$ cat src/design/rsi_pkg.sv
// Constants, types and helpers for the radio status indicator block
//
// Operation
// - Red lit solid ten seconds after power-up.
// - Green lit one second, three seconds in.
// - After ten seconds mode pattern drives red.
// - Red shows listening; always-on mode keeps solid.
// - Duty modes flash red every 0.5/1/8 s.
// - Matching RF traffic holds red steadily on.
// - Each transmitted packet blanks red briefly.
// - Green follows received hopping-sequence match.
// - Serial port carries data only when selected.
// - Serial port never reaches configuration.
// - DCE drives TX and CTS, samples RX.
// - Baud rates 1200 to 115200 selectable.
`default_nettype none
package rsi_pkg;
    localparam int CLK_HZ = 10_000_000;
    // Indicator time base: one tick per millisecond
    localparam int TICK_MS = 1;
    localparam int TICK_CYC = CLK_HZ / 1000 * TICK_MS;
    // Start-up sequence, seconds as specified, then in ticks
    localparam int STARTUP_S = 10;
    localparam int GREEN_AT_S = 3;
    localparam int GREEN_LEN_S = 1;
    localparam logic [13:0] STARTUP_MS = 14'(STARTUP_S * 1000 / TICK_MS);
    localparam logic [13:0] GREEN_ON_MS = 14'(GREEN_AT_S * 1000 / TICK_MS);
    localparam logic [13:0] GREEN_OFF_MS = 14'((GREEN_AT_S + GREEN_LEN_S) * 1000 / TICK_MS);
    // Listening periods: 0.5 s, 1 s and 8 s
    localparam logic [12:0] PER_A_MS = 13'd500;
    localparam logic [12:0] PER_B_MS = 13'd1000;
    localparam logic [12:0] PER_C_MS = 13'd8000;
    localparam logic [12:0] FLASH_MS = 13'd50;
    localparam logic [7:0] TX_OFF_MS = 8'd40;
    // Register byte addresses
    localparam logic [3:0] ADDR_CTRL = 4'h0;
    localparam logic [3:0] ADDR_STAT = 4'h4;
    // Control field positions and reset value
    localparam int MODE_LSB = 0;
    localparam int IF_LSB = 2;
    localparam int BAUD_LSB = 8;
    localparam logic [31:0] CTRL_RST = 32'h0000_020c;
    localparam logic [1:0] RESP_OKAY = 2'h0;
    localparam logic [1:0] RESP_SLVERR = 2'h2;

    typedef enum logic [1:0] {PM_ALWAYS, PM_HALF, PM_ONE, PM_EIGHT} rsi_mode_e;
    typedef enum logic [2:0] {IF_SDC, IF_ME, IF_RS232, IF_USB, IF_ROUTER} rsi_if_e;
    typedef enum logic [2:0] {B1200, B4800, B9600, B19200, B38400, B57600,
                              B115200} rsi_baud_e;

    typedef struct packed {
        logic [2:0] baud;
        logic [2:0] active_if;
        logic [1:0] mode;
    } rsi_cfg_s;

    typedef struct packed {
        logic traffic;
        logic serial_en;
        logic startup_done;
        logic green;
        logic red;
    } rsi_stat_s;

    // Clock cycles per serial bit for a baud code
    function automatic logic [13:0] rsi_baud_div(input logic [2:0] code);
        int rate;
        case (code)
            3'd0: rate = 1200;
            3'd1: rate = 4800;
            3'd2: rate = 9600;
            3'd3: rate = 19200;
            3'd4: rate = 38400;
            3'd5: rate = 57600;
            default: rate = 115200;
        endcase
        return 14'(CLK_HZ / rate);
    endfunction : rsi_baud_div
endpackage : rsi_pkg
`default_nettype wire

$ cat src/design/rsi_ctrl.sv
// Status LED sequencer, serial gating and AXI4-Lite control registers
//
// Design decisions made here: the AXI4-Lite interface to the registers and the register offsets.
`timescale 1ns/1ns
`default_nettype none
module rsi_ctrl
    import rsi_pkg::*;
#(
    parameter int TICK_DIV = TICK_CYC
) (
    // Clock and reset
    input wire logic ref_clk,
    input wire logic reset_n,
    // AXI4-Lite slave
    input wire logic [3:0] s_axi_awaddr,
    input wire logic s_axi_awvalid,
    output logic s_axi_awready,
    input wire logic [31:0] s_axi_wdata,
    input wire logic [3:0] s_axi_wstrb,
    input wire logic s_axi_wvalid,
    output logic s_axi_wready,
    output logic [1:0] s_axi_bresp,
    output logic s_axi_bvalid,
    input wire logic s_axi_bready,
    input wire logic [3:0] s_axi_araddr,
    input wire logic s_axi_arvalid,
    output logic s_axi_arready,
    output logic [31:0] s_axi_rdata,
    output logic [1:0] s_axi_rresp,
    output logic s_axi_rvalid,
    input wire logic s_axi_rready,
    // Radio core events, same clock
    input wire logic rf_traffic,
    input wire logic rf_seq_match,
    input wire logic rf_tx_pkt,
    // Radio core serial data path
    input wire logic core_txd,
    input wire logic core_cts,
    output logic core_rxd,
    output logic [13:0] baud_div,
    // RS-232 DCE pins
    output logic ser_txd,
    output logic ser_cts,
    input wire logic ser_rxd,
    // Indicators
    output logic red_led,
    output logic green_led
);
    // Elaboration check: the divider needs at least two cycles
    if (TICK_DIV < 2) begin : g_bad_div
        $error("rsi_ctrl: TICK_DIV must be at least 2");
    end

    // Millisecond enable from the divider
    logic tick;
    rsi_tick_div #(.DIV(TICK_DIV)) u_div (
        .ref_clk(ref_clk),
        .reset_n(reset_n),
        .tick(tick)
    );

    // ---------------- Register file ----------------
    rsi_cfg_s cfg;
    rsi_stat_s stat;
    logic aw_hold;
    logic w_hold;
    logic [3:0] aw_addr;
    logic [31:0] w_data;
    logic [3:0] w_strb;

    // Write channels ready while their own beat is not parked and no response pending; read while no read data pending
    assign s_axi_awready = !aw_hold && !s_axi_bvalid;
    assign s_axi_wready = !w_hold && !s_axi_bvalid;
    assign s_axi_arready = !s_axi_rvalid;

    wire aw_fire = s_axi_awvalid && s_axi_awready;
    wire w_fire = s_axi_wvalid && s_axi_wready;
    wire ar_fire = s_axi_arvalid && s_axi_arready;
    wire wr_go = aw_hold && w_hold && !s_axi_bvalid;
    wire wr_ctrl = wr_go && (aw_addr == ADDR_CTRL);

    // Byte-lane merge of the write into the control word
    wire [31:0] lane_mask = {{8{w_strb[3]}}, {8{w_strb[2]}}, {8{w_strb[1]}}, {8{w_strb[0]}}};
    // Baud at bits 10:8, three spare zero bits under it
    wire [31:0] ctrl_word = 32'({cfg.baud, 3'h0, cfg.active_if, cfg.mode});
    wire [31:0] merged = (ctrl_word & ~lane_mask) | (w_data & lane_mask);
    wire [1:0] new_mode = merged[MODE_LSB +: 2];
    wire [2:0] new_if = merged[IF_LSB +: 3];
    wire [2:0] new_baud = merged[BAUD_LSB +: 3];
    // Unsupported codes leave the field as it was
    wire if_ok = (new_if <= 3'(IF_ROUTER));
    wire baud_ok = (new_baud <= 3'(B115200));

    // Parked write address and data, taken in either order
    always_ff @(posedge ref_clk or negedge reset_n) begin
        if (!reset_n) begin
            aw_hold <= 1'b0;
            w_hold <= 1'b0;
            aw_addr <= 4'h0;
            w_data <= 32'h0000_0000;
            w_strb <= 4'h0;
        end else begin
            if (aw_fire) begin
                aw_hold <= 1'b1;
                aw_addr <= s_axi_awaddr;
            end else if (wr_go) begin
                aw_hold <= 1'b0;
            end
            if (w_fire) begin
                w_hold <= 1'b1;
                w_data <= s_axi_wdata;
                w_strb <= s_axi_wstrb;
            end else if (wr_go) begin
                w_hold <= 1'b0;
            end
        end
    end

    // Write response; only control is writable
    always_ff @(posedge ref_clk or negedge reset_n) begin
        if (!reset_n) begin
            s_axi_bvalid <= 1'b0;
            s_axi_bresp <= RESP_OKAY;
        end else if (wr_go) begin
            s_axi_bvalid <= 1'b1;
            s_axi_bresp <= wr_ctrl ? RESP_OKAY : RESP_SLVERR;
        end else if (s_axi_bready) begin
            s_axi_bvalid <= 1'b0;
        end
    end

    // Configuration is written from the bus alone
    always_ff @(posedge ref_clk or negedge reset_n) begin
        if (!reset_n) begin
            cfg <= rsi_cfg_s'({CTRL_RST[BAUD_LSB +: 3], CTRL_RST[IF_LSB +: 3],
                               CTRL_RST[MODE_LSB +: 2]});
        end else if (wr_ctrl) begin
            cfg.mode <= new_mode;
            if (if_ok) cfg.active_if <= new_if;
            if (baud_ok) cfg.baud <= new_baud;
        end
    end

    // Read data path
    wire [31:0] rd_word = (s_axi_araddr == ADDR_CTRL) ? ctrl_word :
                          (s_axi_araddr == ADDR_STAT) ? 32'(stat) : 32'h0000_0000;
    wire rd_hit = (s_axi_araddr == ADDR_CTRL) || (s_axi_araddr == ADDR_STAT);

    always_ff @(posedge ref_clk or negedge reset_n) begin
        if (!reset_n) begin
            s_axi_rvalid <= 1'b0;
            s_axi_rdata <= 32'h0000_0000;
            s_axi_rresp <= RESP_OKAY;
        end else if (ar_fire) begin
            s_axi_rvalid <= 1'b1;
            s_axi_rdata <= rd_word;
            s_axi_rresp <= rd_hit ? RESP_OKAY : RESP_SLVERR;
        end else if (s_axi_rready) begin
            s_axi_rvalid <= 1'b0;
        end
    end

    // ---------------- Indicator timing ----------------
    logic [13:0] up_ms;
    logic [12:0] phase;
    logic [7:0] tx_off;
    logic startup_done;

    // Uptime saturates once start-up is over
    always_ff @(posedge ref_clk or negedge reset_n) begin
        if (!reset_n) begin
            up_ms <= 14'h0000;
            startup_done <= 1'b0;
        end else if (tick && !startup_done) begin
            up_ms <= up_ms + 14'h0001;
            startup_done <= (up_ms == STARTUP_MS - 14'h0001);
        end
    end

    // Single free-running phase; longest period is a multiple of the others
    always_ff @(posedge ref_clk or negedge reset_n) begin
        if (!reset_n) begin
            phase <= 13'h0000;
        end else if (tick) begin
            phase <= (phase == PER_C_MS - 13'h0001) ? 13'h0000 : phase + 13'h0001;
        end
    end

    // Transmit blanking window, restarted by each packet
    always_ff @(posedge ref_clk or negedge reset_n) begin
        if (!reset_n) begin
            tx_off <= 8'h00;
        end else if (rf_tx_pkt) begin
            tx_off <= TX_OFF_MS;
        end else if (tick && tx_off != 8'h00) begin
            tx_off <= tx_off - 8'h01;
        end
    end

    // Flash window at the start of each listening period
    wire [12:0] ph_a = phase % PER_A_MS;
    wire [12:0] ph_b = phase % PER_B_MS;
    wire flash_a = ph_a < FLASH_MS;
    wire flash_b = ph_b < FLASH_MS;
    wire flash_c = phase < FLASH_MS;
    wire listen = (cfg.mode == 2'(PM_ALWAYS)) ? 1'b1 :
                  (cfg.mode == 2'(PM_HALF)) ? flash_a :
                  (cfg.mode == 2'(PM_ONE)) ? flash_b : flash_c;
    wire blank = (tx_off != 8'h00) || rf_tx_pkt;
    // Blanking beats traffic so the LED is never solid while sending
    wire run_red = blank ? 1'b0 : (rf_traffic || listen);
    wire next_red = startup_done ? run_red : 1'b1;
    wire green_win = (up_ms >= GREEN_ON_MS) && (up_ms < GREEN_OFF_MS);
    wire next_green = startup_done ? rf_seq_match : green_win;

    always_ff @(posedge ref_clk or negedge reset_n) begin
        if (!reset_n) begin
            red_led <= 1'b1;
            green_led <= 1'b0;
        end else begin
            red_led <= next_red;
            green_led <= next_green;
        end
    end

    // ---------------- Serial port gating ----------------
    logic rx_s1;
    logic rx_s2;
    logic serial_en;
    wire next_txd = serial_en ? core_txd : 1'b1;
    wire next_cts = serial_en && core_cts;

    // Pin sync; idle mark level at reset
    always_ff @(posedge ref_clk or negedge reset_n) begin
        if (!reset_n) begin
            rx_s1 <= 1'b1;
            rx_s2 <= 1'b1;
        end else begin
            rx_s1 <= ser_rxd;
            rx_s2 <= rx_s1;
        end
    end

    // Data passes only with the port selected; rx feeds data, never config
    always_ff @(posedge ref_clk or negedge reset_n) begin
        if (!reset_n) begin
            serial_en <= 1'b0;
            ser_txd <= 1'b1;
            ser_cts <= 1'b0;
            core_rxd <= 1'b1;
            baud_div <= 14'h0000;
        end else begin
            serial_en <= (cfg.active_if == 3'(IF_RS232));
            ser_txd <= next_txd;
            ser_cts <= next_cts;
            core_rxd <= serial_en ? rx_s2 : 1'b1;
            baud_div <= rsi_baud_div(cfg.baud);
        end
    end

    assign stat = '{traffic: rf_traffic, serial_en: serial_en,
                    startup_done: startup_done, green: green_led, red: red_led};
endmodule : rsi_ctrl
`default_nettype wire

$ cat src/design/rsi_tick_div.sv
// Clock divider producing a one-cycle tick enable
`timescale 1ns/1ns
`default_nettype none
module rsi_tick_div #(
    parameter int DIV = 10000
) (
    // Clock and reset
    input wire logic ref_clk,
    input wire logic reset_n,
    // Enable pulse
    output logic tick
);
    localparam int W = $clog2(DIV);
    logic [W-1:0] cnt;
    wire last = (cnt == W'(DIV - 1));

    // Elaboration check: a divide by one would never pulse
    if (DIV < 2) begin : g_bad_div
        $error("rsi_tick_div: DIV must be at least 2");
    end

    // Free-running count, pulse on wrap
    always_ff @(posedge ref_clk or negedge reset_n) begin
        if (!reset_n) begin
            cnt <= '0;
            tick <= 1'b0;
        end else begin
            cnt <= last ? '0 : cnt + 1'b1;
            tick <= last;
        end
    end
endmodule : rsi_tick_div
`default_nettype wire

$ cat config.mk
export PLATFORM = sky130hd
export DESIGN_NAME = rsi_ctrl
export DESIGN_NICKNAME = d
export VERILOG_FILES = /design/src/design/rsi_pkg.sv /design/src/design/rsi_ctrl.sv /design/src/design/rsi_tick_div.sv
export SDC_FILE = /design/constraint.sdc
export NUM_CORES = 1
export LEC_CHECK = 0
export BUFFER_PORTS_ARGS = -buffer_cell sky130_fd_sc_hd__buf_2
export CAP_MARGIN = 0
export CORE_ASPECT_RATIO = 1.1
export CORE_UTILIZATION = 45
export DETAILED_ROUTE_END_ITERATION = 12
export GPL_ROUTABILITY_DRIVEN = 0
export PLACE_DENSITY_LB_ADDON = 0.05
export SYNTH_ARGS = -nofsm -noshare
export SYNTH_HDL_FRONTEND = slang
export SYNTH_SLANG_ARGS = --single-unit
$ cat constraint.sdc
create_clock -name ref_clk -period 101.7 [get_ports ref_clk]
set_input_delay 10.17 -clock ref_clk [delete_from_list [all_inputs] [get_ports ref_clk]]
set_output_delay 10.17 -clock ref_clk [all_outputs]
set_load 0.005 [all_outputs]
-- Word level (Yosys, flattened, before mapping)
Cells that the tools add are included.
- div/mod/pow operators: 3
- order comparisons: 7
- reduce and logical (&&, ||, !) cells: 32
- muxes and demuxes: 24
- bitwise operators: 4
- add/sub/neg operators: 4
- eq/ne operators: 12
- operator list (cell ; count):
    case mux 17 bit (6 select lines) ; 1
    less-than comparator 13 x 6 -> 1 bit, second input constant ; 3
    divider 25 x 32 -> 32 bit, first input constant ; 1
    adder 14 x 1 -> 14 bit, second input constant ; 2
    == test 14 bit, second input constant ; 2
    bitwise AND 11 bit ; 2
    two-way mux 8 bit ; 2
    two-way mux 1 bit ; 15
    greater-or-equal comparator 14 x 12 -> 1 bit, second input constant ; 1
    less-than comparator 14 x 12 -> 1 bit, second input constant ; 1
    two-way mux 14 bit ; 1
    adder 13 x 1 -> 13 bit, second input constant ; 1
    == test 13 bit, second input constant ; 1
    remainder unit 13 x 10 -> 13 bit, second input constant ; 1
    remainder unit 13 x 9 -> 13 bit, second input constant ; 1
    two-way mux 13 bit ; 1
    logical AND 1 bit ; 12
    two-way mux 11 bit ; 1
    inverter 11 bit ; 1
    OR 11 bit ; 1
    nonzero test 2 bit ; 5
    == test 3 x 2 -> 1 bit, second input constant ; 3
    zero test 4 bit ; 2
    nonzero test 8 bit ; 1
    other kinds (14) ; 24
- output and inout bits: 60
- bits of input ports: 57
- register bits after elaboration: 138
- word-level logic and storage cells: 114

-- Longest topological paths before layout
- depth after elaboration: 8
- gate-level depth with buffers: 279

-- Cells and area by module
From an unflattened synthesis, not the netlist that was laid out.
- cells, all modules: 2849
- area, all modules: 21374.2 um^2
- modules (own cells, without submodules) (module ; times used ; seq. area each (um^2) ; cells an instance ; area an instance (um^2)):
    rsi_ctrl ; 1 ; 2362.3 ; 2786 ; 20681.1
    rsi_tick_div ; 1 ; 375.4 ; 63 ; 693.2

-- Worst setup path before layout
Ideal clock, no wire load.
- path type: reg-to-reg
- from: reg cfg[6] in the netlist's numbering
- to: reg baud_div[1]
- buffers on the path: 26
- arrival: 45.171 ns
- path slack: 56.391 ns
- stages on the path, launching flop included: 245
- data required time: 101.562 ns
- cell sequence: dfstp_2 > buf_6 > clkbuf_1 > nor2_1 > nand2_1 > a21boi_0 > ha_1 > o21ai_0 > nand2b_1 > a21boi_2 > nor3_1 > a211oi_1 > a211o_1 > ha_1 > o21ai_0 > o21a_1 > o311ai_1 > nor2_1 > [209 not listed] > nand2_1 > o21ai_1 > ha_1 > nor2b_1 > o21ai_0 > nand2_1 > a21oi_1 > nor2b_1 > o21ai_0 > nand2b_1 > a21oi_1 > nor2b_1 > o21ai_0 > nand2_1 > a21oi_1 > nand4_1 > a21oi_1 > o211ai_1
- cells in the longest elaborated chain, start to end: 3
- elaborated cells between the ends (all ways): 8
- classes of those cells: div: 1; eq/ne: 5; mux: 1; reduce/logical: 1
- ends and longest elaborated chain (what ; line ; RTL):
    from (decl) ; rsi_ctrl.sv:63 ; rsi_cfg_s cfg;
    from (signal assigned) ; rsi_ctrl.sv:135 ; cfg <= rsi_cfg_s'({CTRL_RST[BAUD_LSB +: 3], CTRL_RST[IF_LSB +: 3],
    == test 3 bit, or another cell as far along ; rsi_pkg.sv:68 ; case (code)
    case mux 17 bit (6 select lines) * ; rsi_pkg.sv:68 ;
    divider 25 x 32 -> 32 bit * ; rsi_pkg.sv:77 ; return 14'(CLK_HZ / rate);
    to (signal assigned) ; rsi_ctrl.sv:257 ; baud_div <= rsi_baud_div(cfg.baud);
    to (decl) ; rsi_ctrl.sv:40 ; output logic [13:0] baud_div,
Every way passes the cells marked *; elsewhere a longest branch is shown, timed or not.
A chain may end at the register's enable or synchronous reset.

-- Worst setup path in the final report
- from: reg cfg[5] in the netlist's numbering
- to: reg baud_div[1]
The elaborated chain is that of the path after synthesis.

==> impl_metrics.env <==
export IMPL_tns_ns=0
export IMPL_synthSimpleGateAreaFrac=0.251
export IMPL_cts_sinks=109
export IMPL_portBuffers=64
export IMPL_core_rowCount=83
export IMPL_nNetsFinal=3143
export IMPL_finalHoldViolCount=0
export IMPL_area_delta_synth_final_pct=5.25
export IMPL_fin_crit_ns=53.67
export IMPL_path_max_fanout=31
export IMPL_synth_area_top_cells="ha_1, dfrtp_1, a21oi_1"
export IMPL_crit_path_end_kind="flop"
export IMPL_cts_buffer_depth=2
export IMPL_synthAdderAreaFrac=0.125
export IMPL_root_buffer="clkbuf_16"
export IMPL_final_layout_size_suffix_gt1_frac=0.0996
export IMPL_drv_cap=0
export IMPL_slowest_delay_ns=0.84
export IMPL_rsz0062_at_grt="false"
export IMPL_final_core_util=0.479
export IMPL_grt_start_max_net_pins=65
export IMPL_die_h_um=230
export IMPL_synth_xor_area_frac=0.0796
export IMPL_synth_edf_count=0
export IMPL_start_util=0.455
export IMPL_tritoncts="done"
export IMPL_wl_per_cell_um=20.1
export IMPL_cp_start_kind="flop"
export IMPL_dp_hpwl_um=53200
export IMPL_synth_top_area_frac=0.121
export IMPL_vias=21900
export IMPL_synthCells=2863
export IMPL_stdcell_area_um2=22300
export IMPL_die_x_um=209
export IMPL_synth_compound_area_share=0.308
export IMPL_hold_path_class="flop to flop"
export IMPL_synth_seq_cells=109
export IMPL_fillers=4696
export IMPL_die_area_um2=48000
export IMPL_ios=117
export IMPL_worst_pin_slew_ns=1.12
export IMPL_grt_usage=0.286
export IMPL_numCtsBuffers=9
export IMPL_async_reset_ff_frac=1.00
export IMPL_ys_flop_type="dfrtp_1"
export IMPL_synth_top_family_by_area="compound AO/OA/AOI/OAI gates"
export IMPL_clk_latency_ns=0.41
export IMPL_synth_cell_types=129
export IMPL_cts_max_level=3
export IMPL_post_cts_buffers=0
export IMPL_critPathMostFrequentCell="a21oi_1"
export IMPL_hold_buffers=0
export IMPL_worst_path_max_delay_cell="a21oi_1"
export IMPL_critPathArrivalTime_ns=53.94
export IMPL_synth_cell_area_um2=21200
export IMPL_grt_pass1_wl_um=111000
export IMPL_cts_resized=0
export IMPL_synthMuxAreaShare=0.0586
export IMPL_clock_skew_ns=0.0349
export IMPL_grt_pass1_vias=20900
export IMPL_max_freq_ghz=0.0186
export IMPL_firstDrtPassIters=5
export IMPL_drt_initial_drc_count=1508
export IMPL_ant_nets=0
export IMPL_yosys_cell_count_top_type="nand2_1"
export IMPL_avgViaCountPerCell=6.29
export IMPL_finalCritPeriodShare=0.528
export IMPL_yosys_area_top_type="ha_1"
export IMPL_worstPathRequired_ns=101.97
export IMPL_antenna_found_initial=0
export IMPL_setup_viol=0
export IMPL_drc=0
export IMPL_clkTransAtPathRegs_ns=0.11
export IMPL_core_area_um2=46600
export IMPL_place_area_um2=22100
export IMPL_slew_violations=0
export IMPL_yosys_warnings=0
export IMPL_outcome="complete, no violations"
export IMPL_yosysSeqAreaShare=0.129
export IMPL_grt_remaining_overflow=0
export IMPL_ys_top_cells_by_count="nand2_1, nor2_1, a21oi_1"
export IMPL_synth_area_per_cell_um2=7.41
export IMPL_path_class="flop to flop"
export IMPL_maxSlewHeadroom=0.237
export IMPL_wl_um=69900
worst max-delay path, delay by kind of cell (launching register included):
family / cells / cell delay [ns]
buffers and inverters: 23 / 5.84
flip-flops: 1 / 0.34
multiplexers: 9 / 2.80
AND/OR/NAND/NOR: 64 / 14.02
adder cells (fa/ha/maj): 19 / 6.73
AO/OA/AOI/OAI: 108 / 23.63
area by class of cell:
type	count	area, um2	share of cell area
multi-input cells	2548	17600	0.787
diodes	1	2.50	0.000112
clock inverters	4	33.8	0.00151
inverters	113	427	0.0191
well taps	595	744	0.0333
repair buffers	96	563	0.0252
flip-flops and latches	109	2740	0.123
clock buffers	12	246	0.0110
routing by layer:
layer | GRT usage | vias up | wire, um
met3 | 0.0270 | 98 | 3250
met1 | 0.369 | 10500 | 31900
met4 | 0.0970 | 0 | 1830
met5 | 0 | - | 0
li1 | - | 10700 | -
met2 | 0.495 | 599 | 32900
final timing paths:
check | start | endpoint | slack (ns) | cells past startpoint
min | rx_s1 | rx_s2 | 0.36 | 0
max in group asynchronous | reset_n | tx_off[3] | 90.55 | 2
min reg2reg | rx_s1 | rx_s2 | 0.36 | 0
min in group asynchronous | reset_n | baud_div[1] | 9.78 | 1
max reg2reg | cfg[5] | baud_div[1] | 48.03 | 223
max | cfg[5] | baud_div[1] | 48.03 | 223
kinds of logic after synthesis:
family | Yosys count
AO/OA/AOI/OAI | 955
XOR/XNOR | 193
multiplexers | 116
adder cells (fa/ha/maj) | 210
other | 1
AND/OR/NAND/NOR | 1042
buffers and inverters | 237
flip-flops | 109
flip-flops by register name, indices dropped and copies added (netlist names), 2 cells and up, named ones only:
register and flops:
up_ms 14, w_data 8, s_axi_rdata 8, aw_addr 4, baud_div 14, w_strb 2
phase 13, cfg 6, u_div.cnt 14, tx_off 8
cells in the final DEF (no fill, tap or decap), drive strengths merged, types with 11 or more instances in the layout:
| cell | instances |
|---|---|
| nor2 | 254 |
| o21bai | 16 |
| o21a | 57 |
| a211o | 18 |
| inv | 112 |
| and2 | 41 |
| conb | 32 |
| buf | 96 |
| a31o | 17 |
| o22ai | 17 |
| a21boi | 14 |
| nand2b | 55 |
| o21ai | 187 |
| o311ai | 13 |
| dfrtp | 101 |
| and3 | 41 |
| xnor2 | 126 |
| or2 | 19 |
| nand2 | 269 |
| mux2i | 52 |
| clkbuf | 12 |
| o31a | 18 |
| a21o | 82 |
| nor4 | 28 |
| nand3 | 79 |
| a31oi | 43 |
| a21oi | 225 |
| nor3 | 89 |
| o211ai | 34 |
| mux2 | 64 |
| nor4b | 11 |
| or3 | 30 |
| nand4 | 40 |
| a211oi | 41 |
| xor2 | 67 |
| ha | 206 |
| o31ai | 52 |
| nor2b | 33 |
stage by stage:
step                hold slack (ns)  std cells  setup slack, ns
detailed placement            0.348       3461            48.85
global route                  0.362       3477            43.92
floorplan                     0.345       2894            56.39
global placement              0.346       3461            49.37
CTS                           0.358       3477            48.67
finish                        0.357       3478            48.03
Power is not shown: default switching activity piles up to over one toggle a cycle in this logic, so the estimate is an artifact.
